### src/include/ssg_pkg.sv
// Constants and types for the sense sample strobe generator.
// Assumes a 100 MHz core clock and a one-cycle PWM clock tick from the PWM block.
package ssg_pkg;
    // ----------------------------------------
    // Register map (APB, 32-bit aligned words)
    // ----------------------------------------
    localparam logic [7:0] CTRL_OFFSET = 8'h00;
    localparam logic [7:0] STATUS_OFFSET = 8'h04;
    localparam int MODE_LSB = 0;
    localparam int SRC_LSB = 2;
    localparam int CHOP_EN_BIT = 5;
    localparam logic [5:0] CTRL_RESET = 6'h00;
    localparam int ST_STROBE_BIT = 0;
    localparam int ST_CHOP_SIGN_BIT = 1;
    localparam int ST_FAULT_BIT = 2;
    localparam int ST_BLANK_BIT = 3;
    localparam int ST_CHOP_ACT_BIT = 4;
    // Source codes below this value select an output current
    localparam logic [2:0] SRC_FIRST_VOLTAGE = 3'h5;

    // ----------------------------------------
    // Timing
    // ----------------------------------------
    localparam int CLK_PERIOD_PS = 10000;
    localparam int FALLBACK_PERIOD_US = 6500;
    // Cycles per microsecond first, so the product stays inside 32 bits
    localparam int FALLBACK_HALF_CYC = FALLBACK_PERIOD_US * (1000000 / CLK_PERIOD_PS) / 2;
    localparam int HIGH_PULSE_US = 100;
    localparam int HIGH_PULSE_CYC = HIGH_PULSE_US * 1000000 / CLK_PERIOD_PS;
    localparam int TURN_ON_DELAY_US = 20;
    localparam int FEEDBACK_SETTLE_US = 30;
    localparam int BLANK_CYC = (TURN_ON_DELAY_US + FEEDBACK_SETTLE_US) * 1000000
        / CLK_PERIOD_PS;
    localparam int SLOW_PRESCALE = 1024;
    localparam logic [9:0] SQ_HALF_TICKS = 10'h1ff;

    typedef enum logic [1:0] {
        SSG_MODE_OFF = 2'b00,
        SSG_MODE_VALID = 2'b01,
        SSG_MODE_AFTER_CYCLE = 2'b10,
        SSG_MODE_SECOND_HALF = 2'b11
    } ssg_mode_t;

    typedef struct packed {
        logic offset_chopping_enable;
        logic [2:0] feedback_source_select;
        ssg_mode_t strobe_mode;
    } ssg_ctrl_t;
endpackage : ssg_pkg

### src/design/ssg_strobe_gen.sv
// Sense sample strobe generator with an APB register slave.
// Assumes all inputs synchronous to core_clk_in; PWM status comes from the selected channel.
//
// Register access over APB and the register offsets were decided locally.
`timescale 1ns/100ps
module ssg_strobe_gen #(
    parameter int FALLBACK_HALF = ssg_pkg::FALLBACK_HALF_CYC,
    parameter int HIGH_PULSE = ssg_pkg::HIGH_PULSE_CYC,
    parameter int BLANK = ssg_pkg::BLANK_CYC,
    parameter int CNT_W = 20,
    parameter int ON_W = 16
) (
    input wire logic core_clk_in,
    input wire logic sys_rst_in,
    input wire logic psel_in,
    input wire logic penable_in,
    input wire logic pwrite_in,
    input wire logic [7:0] paddr_in,
    input wire logic [31:0] pwdata_in,
    output logic [31:0] prdata_out,
    output logic pready_out,
    output logic pslverr_out,
    input wire logic normal_mode_in,
    input wire logic fail_mode_in,
    input wire logic pwm_clk_fail_in,
    input wire logic pwm_tick_in,
    input wire logic pwm_cycle_start_in,
    input wire logic pwm_on_in,
    input wire logic out_switching_in,
    input wire logic full_duty_in,
    input wire logic high_overcurrent_window_in,
    input wire logic out_fault_in,
    input wire logic out_enable_in,
    output logic sense_sample_strobe_o_out,
    output logic sense_sample_strobe_oe_out,
    output logic offset_sign_out
);
    // Counts the counters cannot serve are refused at elaboration
    if (BLANK < 1 || HIGH_PULSE < 1 || FALLBACK_HALF < 1) begin : g_count_check
        $error("Timing counts must be at least one cycle");
    end
    if (FALLBACK_HALF >= (1 << CNT_W) || BLANK >= (1 << CNT_W)
        || HIGH_PULSE >= (1 << CNT_W)) begin : g_width_check
        $error("CNT_W too narrow for timing counts");
    end

    localparam logic [CNT_W-1:0] FB_LAST = CNT_W'(FALLBACK_HALF - 1);
    // The overflow cycle itself is the first cycle of the high pulse
    localparam logic [CNT_W-1:0] HP_LOAD = CNT_W'(HIGH_PULSE - 1);
    localparam logic [CNT_W-1:0] BL_LOAD = CNT_W'(BLANK);

    function automatic logic is_current(input logic [2:0] src);
        return src < ssg_pkg::SRC_FIRST_VOLTAGE;
    endfunction : is_current

    // ----------------------------------------
    // APB slave
    // ----------------------------------------
    ssg_pkg::ssg_ctrl_t ctrl_r;
    logic [31:0] rdata_r;
    logic mapped;
    logic wr_ctrl;
    logic mux_chg_r;
    logic strobe_low_r;
    logic chop_sign_r;
    logic fault_r;
    logic [CNT_W-1:0] blank_cnt_r;
    logic chop_active;
    logic strobe_low_nxt;

    assign mapped = paddr_in == ssg_pkg::CTRL_OFFSET || paddr_in == ssg_pkg::STATUS_OFFSET;
    assign wr_ctrl = psel_in && penable_in && pwrite_in && paddr_in == ssg_pkg::CTRL_OFFSET;
    // Zero wait states; read data is captured in the setup cycle
    assign pready_out = 1'b1;
    assign pslverr_out = psel_in && penable_in && !mapped;
    assign prdata_out = rdata_r;

    always_ff @(posedge core_clk_in) begin
        if (sys_rst_in) begin
            ctrl_r <= ssg_pkg::CTRL_RESET;
        end else if (wr_ctrl) begin
            ctrl_r <= pwdata_in[5:0];
        end
    end

    always_ff @(posedge core_clk_in) begin
        if (sys_rst_in) begin
            rdata_r <= 32'h0;
        end else if (psel_in && !penable_in) begin
            rdata_r <= 32'h0;
            if (paddr_in == ssg_pkg::CTRL_OFFSET) begin
                rdata_r[5:0] <= ctrl_r;
            end else if (paddr_in == ssg_pkg::STATUS_OFFSET) begin
                rdata_r[ssg_pkg::ST_STROBE_BIT] <= strobe_low_r;
                rdata_r[ssg_pkg::ST_CHOP_SIGN_BIT] <= chop_sign_r;
                rdata_r[ssg_pkg::ST_FAULT_BIT] <= fault_r;
                rdata_r[ssg_pkg::ST_BLANK_BIT] <= blank_cnt_r != '0;
                rdata_r[ssg_pkg::ST_CHOP_ACT_BIT] <= chop_active;
            end
        end
    end

    // A source change is the multiplexer switching
    always_ff @(posedge core_clk_in) begin
        if (sys_rst_in) begin
            mux_chg_r <= 1'b0;
        end else begin
            mux_chg_r <= wr_ctrl && pwdata_in[4:2] != ctrl_r.feedback_source_select;
        end
    end

    // ----------------------------------------
    // Offset chopping
    // ----------------------------------------
    logic strobe_rise;
    logic chop_sw;
    assign chop_active = ctrl_r.offset_chopping_enable && !fail_mode_in;
    assign strobe_rise = strobe_low_r && !strobe_low_nxt;
    assign chop_sw = chop_active && strobe_rise;

    always_ff @(posedge core_clk_in) begin
        if (sys_rst_in) begin
            chop_sign_r <= 1'b0;
        end else if (chop_sw) begin
            chop_sign_r <= !chop_sign_r;
        end
    end
    assign offset_sign_out = chop_sign_r;

    // ----------------------------------------
    // Blanking, fault latch and cycle tracking
    // ----------------------------------------
    always_ff @(posedge core_clk_in) begin
        if (sys_rst_in) begin
            blank_cnt_r <= '0;
        end else if (mux_chg_r || chop_sw) begin
            blank_cnt_r <= BL_LOAD;
        end else if (blank_cnt_r != '0) begin
            blank_cnt_r <= blank_cnt_r - 1'b1;
        end
    end

    // Set wins over a simultaneous re-enable so no fault is lost
    always_ff @(posedge core_clk_in) begin
        if (sys_rst_in) begin
            fault_r <= 1'b0;
        end else if (out_fault_in) begin
            fault_r <= 1'b1;
        end else if (out_enable_in) begin
            fault_r <= 1'b0;
        end
    end

    logic wait_cycle_r;
    logic wait_mid_r;
    logic [ON_W-1:0] on_cnt_r;
    logic [ON_W-1:0] prev_len_r;
    logic pwm_on_d_r;
    logic second_half;
    assign second_half = pwm_on_in && on_cnt_r >= (prev_len_r >> 1);

    always_ff @(posedge core_clk_in) begin
        if (sys_rst_in) begin
            wait_cycle_r <= 1'b0;
        end else if (mux_chg_r) begin
            wait_cycle_r <= 1'b1;
        end else if (pwm_cycle_start_in) begin
            wait_cycle_r <= 1'b0;
        end
    end

    always_ff @(posedge core_clk_in) begin
        if (sys_rst_in) begin
            wait_mid_r <= 1'b0;
        end else if (mux_chg_r) begin
            wait_mid_r <= 1'b1;
        end else if (second_half && blank_cnt_r == '0 && !pwm_on_d_r) begin
            wait_mid_r <= wait_mid_r;
        end else if (second_half && blank_cnt_r == '0 && on_cnt_r == (prev_len_r >> 1)) begin
            wait_mid_r <= 1'b0;
        end
    end

    // Midpoint uses the previous pulse length; duty changes lag one cycle
    always_ff @(posedge core_clk_in) begin
        if (sys_rst_in) begin
            on_cnt_r <= '0;
            prev_len_r <= '0;
            pwm_on_d_r <= 1'b0;
        end else begin
            pwm_on_d_r <= pwm_on_in;
            if (pwm_on_in) begin
                on_cnt_r <= (on_cnt_r == '1) ? on_cnt_r : on_cnt_r + 1'b1;
            end else begin
                on_cnt_r <= '0;
            end
            if (pwm_on_d_r && !pwm_on_in) begin
                prev_len_r <= on_cnt_r;
            end
        end
    end

    // ----------------------------------------
    // Square waves and 100 % duty pulse
    // ----------------------------------------
    logic [9:0] sq_cnt_r;
    logic sq_r;
    logic [CNT_W-1:0] fb_cnt_r;
    logic fb_r;
    logic [CNT_W-1:0] hp_cnt_r;

    always_ff @(posedge core_clk_in) begin
        if (sys_rst_in) begin
            sq_cnt_r <= '0;
            sq_r <= 1'b0;
        end else if (pwm_tick_in) begin
            if (sq_cnt_r == ssg_pkg::SQ_HALF_TICKS) begin
                sq_cnt_r <= '0;
                sq_r <= !sq_r;
            end else begin
                sq_cnt_r <= sq_cnt_r + 1'b1;
            end
        end
    end

    always_ff @(posedge core_clk_in) begin
        if (sys_rst_in) begin
            fb_cnt_r <= '0;
            fb_r <= 1'b0;
        end else if (fb_cnt_r == FB_LAST) begin
            fb_cnt_r <= '0;
            fb_r <= !fb_r;
        end else begin
            fb_cnt_r <= fb_cnt_r + 1'b1;
        end
    end

    always_ff @(posedge core_clk_in) begin
        if (sys_rst_in) begin
            hp_cnt_r <= '0;
        end else if (pwm_cycle_start_in && full_duty_in) begin
            hp_cnt_r <= HP_LOAD;
        end else if (hp_cnt_r != '0) begin
            hp_cnt_r <= hp_cnt_r - 1'b1;
        end
    end

    // ----------------------------------------
    // Strobe selection
    // ----------------------------------------
    logic trig_mode;
    assign trig_mode = ctrl_r.strobe_mode == ssg_pkg::SSG_MODE_AFTER_CYCLE
        || ctrl_r.strobe_mode == ssg_pkg::SSG_MODE_SECOND_HALF;

    always_comb begin
        strobe_low_nxt = 1'b0;
        if (!normal_mode_in) begin
            strobe_low_nxt = 1'b0;
        end else if (pwm_clk_fail_in) begin
            strobe_low_nxt = fb_r;
        end else if (!is_current(ctrl_r.feedback_source_select)) begin
            strobe_low_nxt = sq_r;
        end else if (blank_cnt_r != '0 || mux_chg_r || fault_r
            || high_overcurrent_window_in) begin
            strobe_low_nxt = 1'b0;
        end else if (trig_mode && full_duty_in) begin
            strobe_low_nxt = hp_cnt_r == '0 && !pwm_cycle_start_in;
        end else begin
            case (ctrl_r.strobe_mode)
                ssg_pkg::SSG_MODE_OFF: strobe_low_nxt = 1'b0;
                ssg_pkg::SSG_MODE_VALID: strobe_low_nxt = pwm_on_in && !out_switching_in;
                ssg_pkg::SSG_MODE_AFTER_CYCLE: begin
                    strobe_low_nxt = pwm_on_in && !out_switching_in && !wait_cycle_r;
                end
                ssg_pkg::SSG_MODE_SECOND_HALF: begin
                    strobe_low_nxt = second_half && !out_switching_in && !wait_mid_r;
                end
                default: strobe_low_nxt = 1'b0;
            endcase
        end
    end

    always_ff @(posedge core_clk_in) begin
        if (sys_rst_in) begin
            strobe_low_r <= 1'b0;
        end else begin
            strobe_low_r <= strobe_low_nxt;
        end
    end

    // drive low only, release for high
    assign sense_sample_strobe_o_out = 1'b0;
    assign sense_sample_strobe_oe_out = strobe_low_r;

    // ----------------------------------------
    // Checks
    // ----------------------------------------
    property p_not_normal;
        @(posedge core_clk_in) disable iff (sys_rst_in)
        !normal_mode_in |=> !sense_sample_strobe_oe_out;
    endproperty
    a_not_normal: assert property (p_not_normal) else $error("strobe outside normal mode");

    property p_mode_off;
        @(posedge core_clk_in) disable iff (sys_rst_in)
        (ctrl_r.strobe_mode == ssg_pkg::SSG_MODE_OFF && !pwm_clk_fail_in
            && is_current(ctrl_r.feedback_source_select)) |=> !strobe_low_r;
    endproperty
    a_mode_off: assert property (p_mode_off) else $error("strobe active in off mode");

    property p_off_phase;
        @(posedge core_clk_in) disable iff (sys_rst_in)
        (normal_mode_in && !pwm_clk_fail_in && is_current(ctrl_r.feedback_source_select)
            && !full_duty_in && (!pwm_on_in || high_overcurrent_window_in)) |=> !strobe_low_r;
    endproperty
    a_off_phase: assert property (p_off_phase) else $error("strobe in off phase or window");

    property p_valid_follow;
        @(posedge core_clk_in) disable iff (sys_rst_in)
        (normal_mode_in && !pwm_clk_fail_in && ctrl_r.strobe_mode == ssg_pkg::SSG_MODE_VALID
            && is_current(ctrl_r.feedback_source_select) && blank_cnt_r == '0 && !mux_chg_r
            && !fault_r && !high_overcurrent_window_in && pwm_on_in && !out_switching_in)
            |=> strobe_low_r;
    endproperty
    a_valid_follow: assert property (p_valid_follow) else $error("valid mode not low");

    property p_blank;
        @(posedge core_clk_in) disable iff (sys_rst_in)
        (mux_chg_r && !pwm_clk_fail_in && is_current(ctrl_r.feedback_source_select))
            |=> (blank_cnt_r == BL_LOAD) && !strobe_low_r;
    endproperty
    a_blank: assert property (p_blank) else $error("no blank after switch");

    property p_wait_cycle;
        @(posedge core_clk_in) disable iff (sys_rst_in)
        mux_chg_r |=> wait_cycle_r && wait_mid_r;
    endproperty
    a_wait_cycle: assert property (p_wait_cycle) else $error("mux wait not armed");

    property p_fault_hold;
        @(posedge core_clk_in) disable iff (sys_rst_in)
        (out_fault_in ##1 (!out_enable_in && normal_mode_in && !pwm_clk_fail_in
            && is_current(ctrl_r.feedback_source_select))) |=> !strobe_low_r;
    endproperty
    a_fault_hold: assert property (p_fault_hold) else $error("trigger after fault");

    property p_fallback_period;
        @(posedge core_clk_in) disable iff (sys_rst_in)
        $changed(fb_r) |-> fb_cnt_r == '0 && $past(fb_cnt_r) == FB_LAST;
    endproperty
    a_fallback_period: assert property (p_fallback_period) else $error("fallback period");

    property p_square;
        @(posedge core_clk_in) disable iff (sys_rst_in)
        $changed(sq_r) |-> $past(sq_cnt_r) == ssg_pkg::SQ_HALF_TICKS && $past(pwm_tick_in);
    endproperty
    a_square: assert property (p_square) else $error("square half period");

    property p_chop_fail;
        @(posedge core_clk_in) disable iff (sys_rst_in)
        fail_mode_in |=> $stable(chop_sign_r);
    endproperty
    a_chop_fail: assert property (p_chop_fail) else $error("chopping in fail mode");

    property p_chop_toggle;
        @(posedge core_clk_in) disable iff (sys_rst_in)
        (chop_active && strobe_low_r && !strobe_low_nxt) |=> chop_sign_r != $past(chop_sign_r);
    endproperty
    a_chop_toggle: assert property (p_chop_toggle) else $error("sign not inverted");

    property p_full_pulse;
        @(posedge core_clk_in) disable iff (sys_rst_in)
        (pwm_cycle_start_in && full_duty_in) |=> hp_cnt_r == HP_LOAD;
    endproperty
    a_full_pulse: assert property (p_full_pulse) else $error("no high pulse");

    c_strobe_low: cover property (@(posedge core_clk_in) $rose(strobe_low_r));
    c_mux_blank: cover property (@(posedge core_clk_in) mux_chg_r ##1 blank_cnt_r != '0);
    c_chop: cover property (@(posedge core_clk_in) chop_sw);
    c_fallback: cover property (@(posedge core_clk_in) pwm_clk_fail_in && strobe_low_r);
endmodule : ssg_strobe_gen

### config.mk
export PLATFORM = sky130hd
export DESIGN_NAME = ssg_strobe_gen
export DESIGN_NICKNAME = d
export VERILOG_FILES = /design/src/include/ssg_pkg.sv /design/src/design/ssg_strobe_gen.sv
export SDC_FILE = /design/constraint.sdc
export NUM_CORES = 1
export LEC_CHECK = 0
export BUFFER_PORTS_ARGS = -buffer_cell sky130_fd_sc_hd__buf_2
export CORE_MARGIN = 1
export CORE_UTILIZATION = 53
export CTS_BUF_LIST = sky130_fd_sc_hd__clkbuf_4 sky130_fd_sc_hd__clkbuf_8
export CTS_CLUSTER_SIZE = 25
export DETAILED_ROUTE_END_ITERATION = 8
export GPL_TIMING_DRIVEN = 0
export HOLD_SLACK_MARGIN = 0.06
export PLACE_DENSITY = 0.82
export SYNTH_ARGS = -nofsm -noshare
export SYNTH_HDL_FRONTEND = slang
export SYNTH_SLANG_ARGS = --single-unit
### constraint.sdc
create_clock -name core_clk_in -period 2.45 [get_ports core_clk_in]
set_input_delay 0.3675 -clock core_clk_in [delete_from_list [all_inputs] [get_ports core_clk_in]]
set_output_delay 0.3675 -clock core_clk_in [all_outputs]
set_load 0.01 [all_outputs]
Word-level counts from Yosys, hierarchy flattened:

Index checks and enable logic that the tools add are counted.

* register bits after elaboration: 123
* output and inout port bits: 37
* input port bits: 56
* word-level logic and storage cells: 117

* $add $sub $neg: 5
* bitwise gates (word level): 1
* eq/ne operators: 10
* muxes and demuxes: 21
* order comparisons: 2
* reduce and logical (&&, ||, !) cells: 57

Operators with widths (number)
* $logic_not 20->1: 2
* $reduce_bool 20->1: 2
* $sub 20x1->20 const B: 2
* $mux 14: 2
* $mux 13: 2
* $logic_and 1x1->1: 21
* $add 20x1->20 const B: 1
* $eq 20x19->1 const B: 1
* $add 16x1->16 const B: 1
* $eq 16x15->1: 1
* $eq 16x16->1 const B: 1
* $ge 16x15->1: 1
* $logic_not 1->1: 13
* $mux 1: 13
* $add 10x1->10 const B: 1
* $eq 10x9->1 const B: 1
* $mux 10: 1
* $mux 5: 2
* $reduce_bool 2->1: 5
* $eq 8x3->1 const B: 1
* $logic_not 8->1: 1
* $reduce_or 2->1: 4
* $logic_or 1x1->1: 6
* $eq 2x2->1 const B: 2
* other kinds (8): 9

Logic depth before layout (Yosys ltp):

* depth in word-level cells: 15
* gate-level depth with buffers: 10
* depth with buffers taken out: 9

Worst setup path before layout:

OpenSTA, ideal clock, no wires.

* kind: register to register
* start point: register blank_cnt_r[12]
* end point: register chop_sign_r (netlist: offset_sign_out)
* clock period less this slack: 2467 ps
* slack: -17 ps
* required time: 2329 ps
* stages on the path, launching flop included: 8
* data arrival time: 2346 ps
* setup time: 121 ps
* buffers on the path: 0
* cells stage by stage: dfxtp_1 > or4_4 > nor4_4 > nand3_2 > nor4_2 > and3b_1 > a22o_1 > mux2_4

* word-level cells in the longest chain between the ends: 11

RTL lines
* start, declared: line ssg_strobe_gen.sv:67 `logic [CNT_W-1:0] blank_cnt_r;`
* start signal, assigned: line ssg_strobe_gen.sv:139 `blank_cnt_r <= blank_cnt_r - 1'b1;`
* $reduce_bool 20->1: line ssg_strobe_gen.sv:263 `end else if (blank_cnt_r != '0 || mux_chg_r || fault_r`
* $logic_or 1x1->1 (2 in series): line ssg_strobe_gen.sv:263
* $logic_or 1x1->1: line ssg_strobe_gen.sv:264 `|| high_overcurrent_window_in) begin`
* $mux 1: line ssg_strobe_gen.sv:263
* $mux 1: line ssg_strobe_gen.sv:261 `end else if (!is_current(ctrl_r.feedback_source_select)) begin`
* $mux 1: line ssg_strobe_gen.sv:259 `end else if (pwm_clk_fail_in) begin`
* $mux 1: line ssg_strobe_gen.sv:257 `if (!normal_mode_in) begin`
* $logic_not 1->1: line ssg_strobe_gen.sv:118 `assign strobe_rise = strobe_low_r && !strobe_low_nxt;`
* $logic_and 1x1->1: line ssg_strobe_gen.sv:118
* $logic_and 1x1->1: line ssg_strobe_gen.sv:119 `assign chop_sw = chop_active && strobe_rise;`
* end signal, assigned: line ssg_strobe_gen.sv:125 `chop_sign_r <= !chop_sign_r;`
* end, declared: line ssg_strobe_gen.sv:65 `logic chop_sign_r;`

Every way passes these cells.
A chain may end at the register's enable or synchronous reset.

Worst setup path after layout:

* start point: register hp_cnt_r[8]
* end point: register chop_sign_r (netlist: offset_sign_out)

* word-level cells in the longest chain between the ends: 10

RTL lines
* start, declared: line ssg_strobe_gen.sv:210 `logic [CNT_W-1:0] hp_cnt_r;`
* start signal, assigned: line ssg_strobe_gen.sv:244 `hp_cnt_r <= hp_cnt_r - 1'b1;`
* $logic_not 20->1: line ssg_strobe_gen.sv:267 `strobe_low_nxt = hp_cnt_r == '0 && !pwm_cycle_start_in;`
* $logic_and 1x1->1: line ssg_strobe_gen.sv:267
* $mux 1: line ssg_strobe_gen.sv:266 `end else if (trig_mode && full_duty_in) begin`
* $mux 1: line ssg_strobe_gen.sv:263
* $mux 1: line ssg_strobe_gen.sv:261
* $mux 1: line ssg_strobe_gen.sv:259
* $mux 1: line ssg_strobe_gen.sv:257
* $logic_not 1->1: line ssg_strobe_gen.sv:118
* $logic_and 1x1->1: line ssg_strobe_gen.sv:118
* $logic_and 1x1->1: line ssg_strobe_gen.sv:119

Every way passes these cells.

==> impl_metrics.toml <==
[synthesis]
synth.distinct_cells = 58
ys_async_sr_fraction_pct = 0
synth_edf_count = 0
syn_area_per_cell_um2 = 8.43
yosysWarningCount = 0
netlist_area_um2 = 5950
synth_seq_area_share_pct = 41.1
synth.ff_latch_count = 122
postSynth.topFlopCell = "sky130_fd_sc_hd__dfxtp_1"
netlist_instances = 705

[pwr]
fin_total_pwr_w = 0.00608
power.share.clock_pct = 30.7
power-per-cell-area_nw_per_um2 = 857
netSwitchingFraction_pct = 33.8
p_leak_nw = 2.80
sequentialPowerShare_pct = 39.1
worst_ir_drop_vdd_mv = 0.567
switching_power_w = 0.00206
internal_power_w = 0.00403
combPwrFrac_pct = 30.2

[global_routing]
largest_net_degree_at_the_start_of_global_routing = 17
global_route_wire_length_before_repair_mm = 21.6
antenna_found_initial = 0
first_global_vias = 4832
track_usage_pct = 23.5
grt_remaining_overflow = 0

[min_path]
hold_class = "input pin to flop"

[floorplan]
starting_utilization_of_the_core_area_pct = 54.6
row_count = 38
die_area_um2 = 11600
core-area_um2 = 10900
die_x_um = 108
floorplan.io_pins = 93
die_height_um = 108

[timing]
skew_ps = 11.7
count_of_final_hold_check_violations = 0
maxSlewHeadroom_pct = 54.1
fin_hold_ws_ps = 159
fin_crit_sh_pct = 105
fin_setup_tns_ps = -517
setup_ws_ps = -132
max_clock_freq_ghz = 0.387
tightestPinTransition_ps = 682
finalCriticalPeriod_ps = 2580
final-max-slew-violation-count = 0
setup_viol_count_final = 18
rsz0062_at_grt = "true"

[placed_design]
io_buffers = 37
dp.final_hpwl_mm = 9.22
globalplace.congestion = 0.858

[route]
routed_via_density = 5.42
wl_per_cell_um = 14.3
detail_route.drc_violations = 0
dr.pass1.iters = 5
drt.antenna.violating_nets = 0
postRouteWirelength_mm = 13.6
vias = 5146
dr.first_iter.drc_count = 292

[run_status]
run_status = "complete, but fails checks"
violations = "setup timing"

[job]
maxCapViolCount = 0

[finish]
area_growth_syn_to_layout_pct = 19.4
design.final.nets = 873
n_antenna_cell = 0
fraction_of_final_layout_cells_with_drive_strength_greater_than_1_pct = 20.6

[cts]
clock-root-buffer = "sky130_fd_sc_hd__clkbuf_8"
cts_tree = "built"
htreeDepth = 4
clk_buf_depth = 2
cts_made_buffers = 17
worstSkewPairLatency_ps = 430
cts.reportedPaths.clkPinSlew_ps = 80
clock_net_sink_count = 122

[worst_setup_path]
worstSetupPathType = "flop to flop"
cp-end-kind = "flop"
setup.worst_path.start_class = "flop"
worstPathRequired_ps = 2770
critPathMaxFanout = 8
crit_arrival_ps = 2900
==> layer usage <==
| layer | part of all wire [%] | GRT usage [%] |
|---|---|---|
| met4 | 1.9 | 7.63 |
| met1 | 42 | 28.1 |
| met5 | 0 | 0 |
| met2 | 50 | 41.5 |
| met3 | 5.3 | 5.08 |
==> sequential cells by signal, summed over array words and instances (netlist names) <==
signal / count
wait_mid_r: 1
sq_r: 1
ctrl_r: 6
wait_cycle_r: 1
blank_cnt_r: 20
pwm_on_d_r: 1
fault_r: 1
offset_sign_out: 1
fb_cnt_r: 20
on_cnt_r: 16
hp_cnt_r: 20
sq_cnt_r: 10
fb_r: 1
mux_chg_r: 1
prdata_out: 6
sense_sample_strobe_oe_out: 1
prev_len_r: 15
==> worst paths after layout <==
check                      from         endpoint  slack [ps]  cells after the start
setup / recovery    hp_cnt_r[8]  offset_sign_out        -130                      7
hold / removal     out_fault_in          fault_r         160                      3
setup reg to reg    hp_cnt_r[8]  offset_sign_out        -130                      7
hold reg to reg   prdata_out[5]    prdata_out[5]         450                      2
==> logic make-up (layout without fill, tap and decap cells) <==
group | Yosys count | count (layout) | synth area share [%]
simple gates | 306 | 306 | 25.7
xor+xnor | 67 | 67 | 9.87
fa+ha+maj | 20 | 20 | 4.21
flops | 122 | 122 | 41.1
compound gates | 90 | 90 | 8.80
mux | 18 | 18 | 3.24
other cells | 2 | 28 | 0.126
buf+inv | 80 | 159 | 6.99
==> critical path: stages (launching register included) <==
cell and delay, ps:
sky130_fd_sc_hd__dfxtp_1 370, sky130_fd_sc_hd__nor4_4 510, sky130_fd_sc_hd__and4_4 320, sky130_fd_sc_hd__a41oi_1 170, sky130_fd_sc_hd__nor4_4 380, sky130_fd_sc_hd__and3b_1 220
sky130_fd_sc_hd__a22o_1 210, sky130_fd_sc_hd__mux2_4 300
==> cells in the mapped netlist, drive strengths merged, types with 3 or more instances <==
master | instances | area (um2)
or3 | 9 | 57.6
a31oi | 4 | 25.0
and3 | 4 | 25.0
o31ai | 3 | 22.5
nor3b | 3 | 22.5
nand4 | 15 | 93.8
nor3 | 19 | 95.1
buf | 34 | 243
a211oi | 3 | 22.5
nor2b | 10 | 62.6
nand3 | 29 | 150
nor2 | 96 | 363
inv | 32 | 120
xnor2 | 33 | 289
or4 | 8 | 63.8
nand2 | 69 | 259
clkbuf | 14 | 52.6
dfxtp | 122 | 2440
and2 | 3 | 20.0
a21o | 4 | 30.0
o21ai | 9 | 45.0
xor2 | 34 | 298
nand2b | 9 | 56.3
or2 | 4 | 25.0
a21oi | 54 | 270
nor4 | 16 | 128
and4 | 3 | 26.3
mux2i | 11 | 110
ha | 20 | 250
mux2 | 7 | 82.6
==> placed cells by master, fill, tap and decap left out, types with 6 or more instances in the layout <==
cell,count
sky130_fd_sc_hd__o21ai_0,9
sky130_fd_sc_hd__ha_1,19
sky130_fd_sc_hd__nand3_1,28
sky130_fd_sc_hd__nand2_1,68
sky130_fd_sc_hd__conb_1,28
sky130_fd_sc_hd__or3_1,8
sky130_fd_sc_hd__clkbuf_8,17
sky130_fd_sc_hd__buf_4,39
sky130_fd_sc_hd__mux2i_1,11
sky130_fd_sc_hd__mux2_2,6
sky130_fd_sc_hd__nand4_1,15
sky130_fd_sc_hd__xor2_1,34
sky130_fd_sc_hd__nor3_1,17
sky130_fd_sc_hd__nor2b_1,10
sky130_fd_sc_hd__nor2_1,85
sky130_fd_sc_hd__nor2_2,6
sky130_fd_sc_hd__nor4_1,10
sky130_fd_sc_hd__buf_2,40
sky130_fd_sc_hd__clkbuf_1,11
sky130_fd_sc_hd__a21oi_1,52
sky130_fd_sc_hd__inv_1,32
sky130_fd_sc_hd__xnor2_1,33
sky130_fd_sc_hd__dfxtp_1,118
sky130_fd_sc_hd__nand2b_1,9
==> power groups by stage <==
stage / logic, W / clock network (W) / registers, W
floorplan: 0.00119 / 0 / 0.00236
global placement: 0.00137 / 0 / 0.00238
detailed placement: 0.00143 / 0 / 0.00240
CTS: 0.00157 / 0.00187 / 0.00237
global route: 0.00201 / 0.00197 / 0.00241
finish: 0.00184 / 0.00187 / 0.00238
==> through the flow <==
stage                     utilization, %  std cells  setup WS [ps]  instance area, um2
after detailed placement            58.9        908           -351                6410
after floorplan                        -        731           1.23                6050
final                               65.2        950           -132                7100
after global placement              58.9        908           -346                6410
after CTS                           63.6        943          -85.1                6920
after global routing                65.2        950           -217                7100
==> final cells by class <==
| cell class | instances | area, um2 |
|---|---|---|
| Inverter | 32 | 120 |
| Fill cell | 871 | 3790 |
| Timing Repair Buffer | 50 | 290 |
| Clock inverter | 14 | 170 |
| Buffer | 45 | 289 |
| Clock buffer | 18 | 241 |
| Sequential cell | 122 | 2450 |
| Tap cell | 140 | 175 |
| Multi-Input combinational cell | 529 | 3360 |
==> timing repair <==
| item | in CTS | in global routing |
|---|---|---|
| hold buffers | 0 | 0 |
| endpoints found under the setup margin | 33 | 31 |
| buffers inserted | 4 | 8 |
| hold endpoints to repair | 0 | 0 |
| gates cloned | 0 | 1 |
| pin swaps | 7 | 16 |
| resized for setup | 14 | 34 |
(Power assumes the default switching activity.)
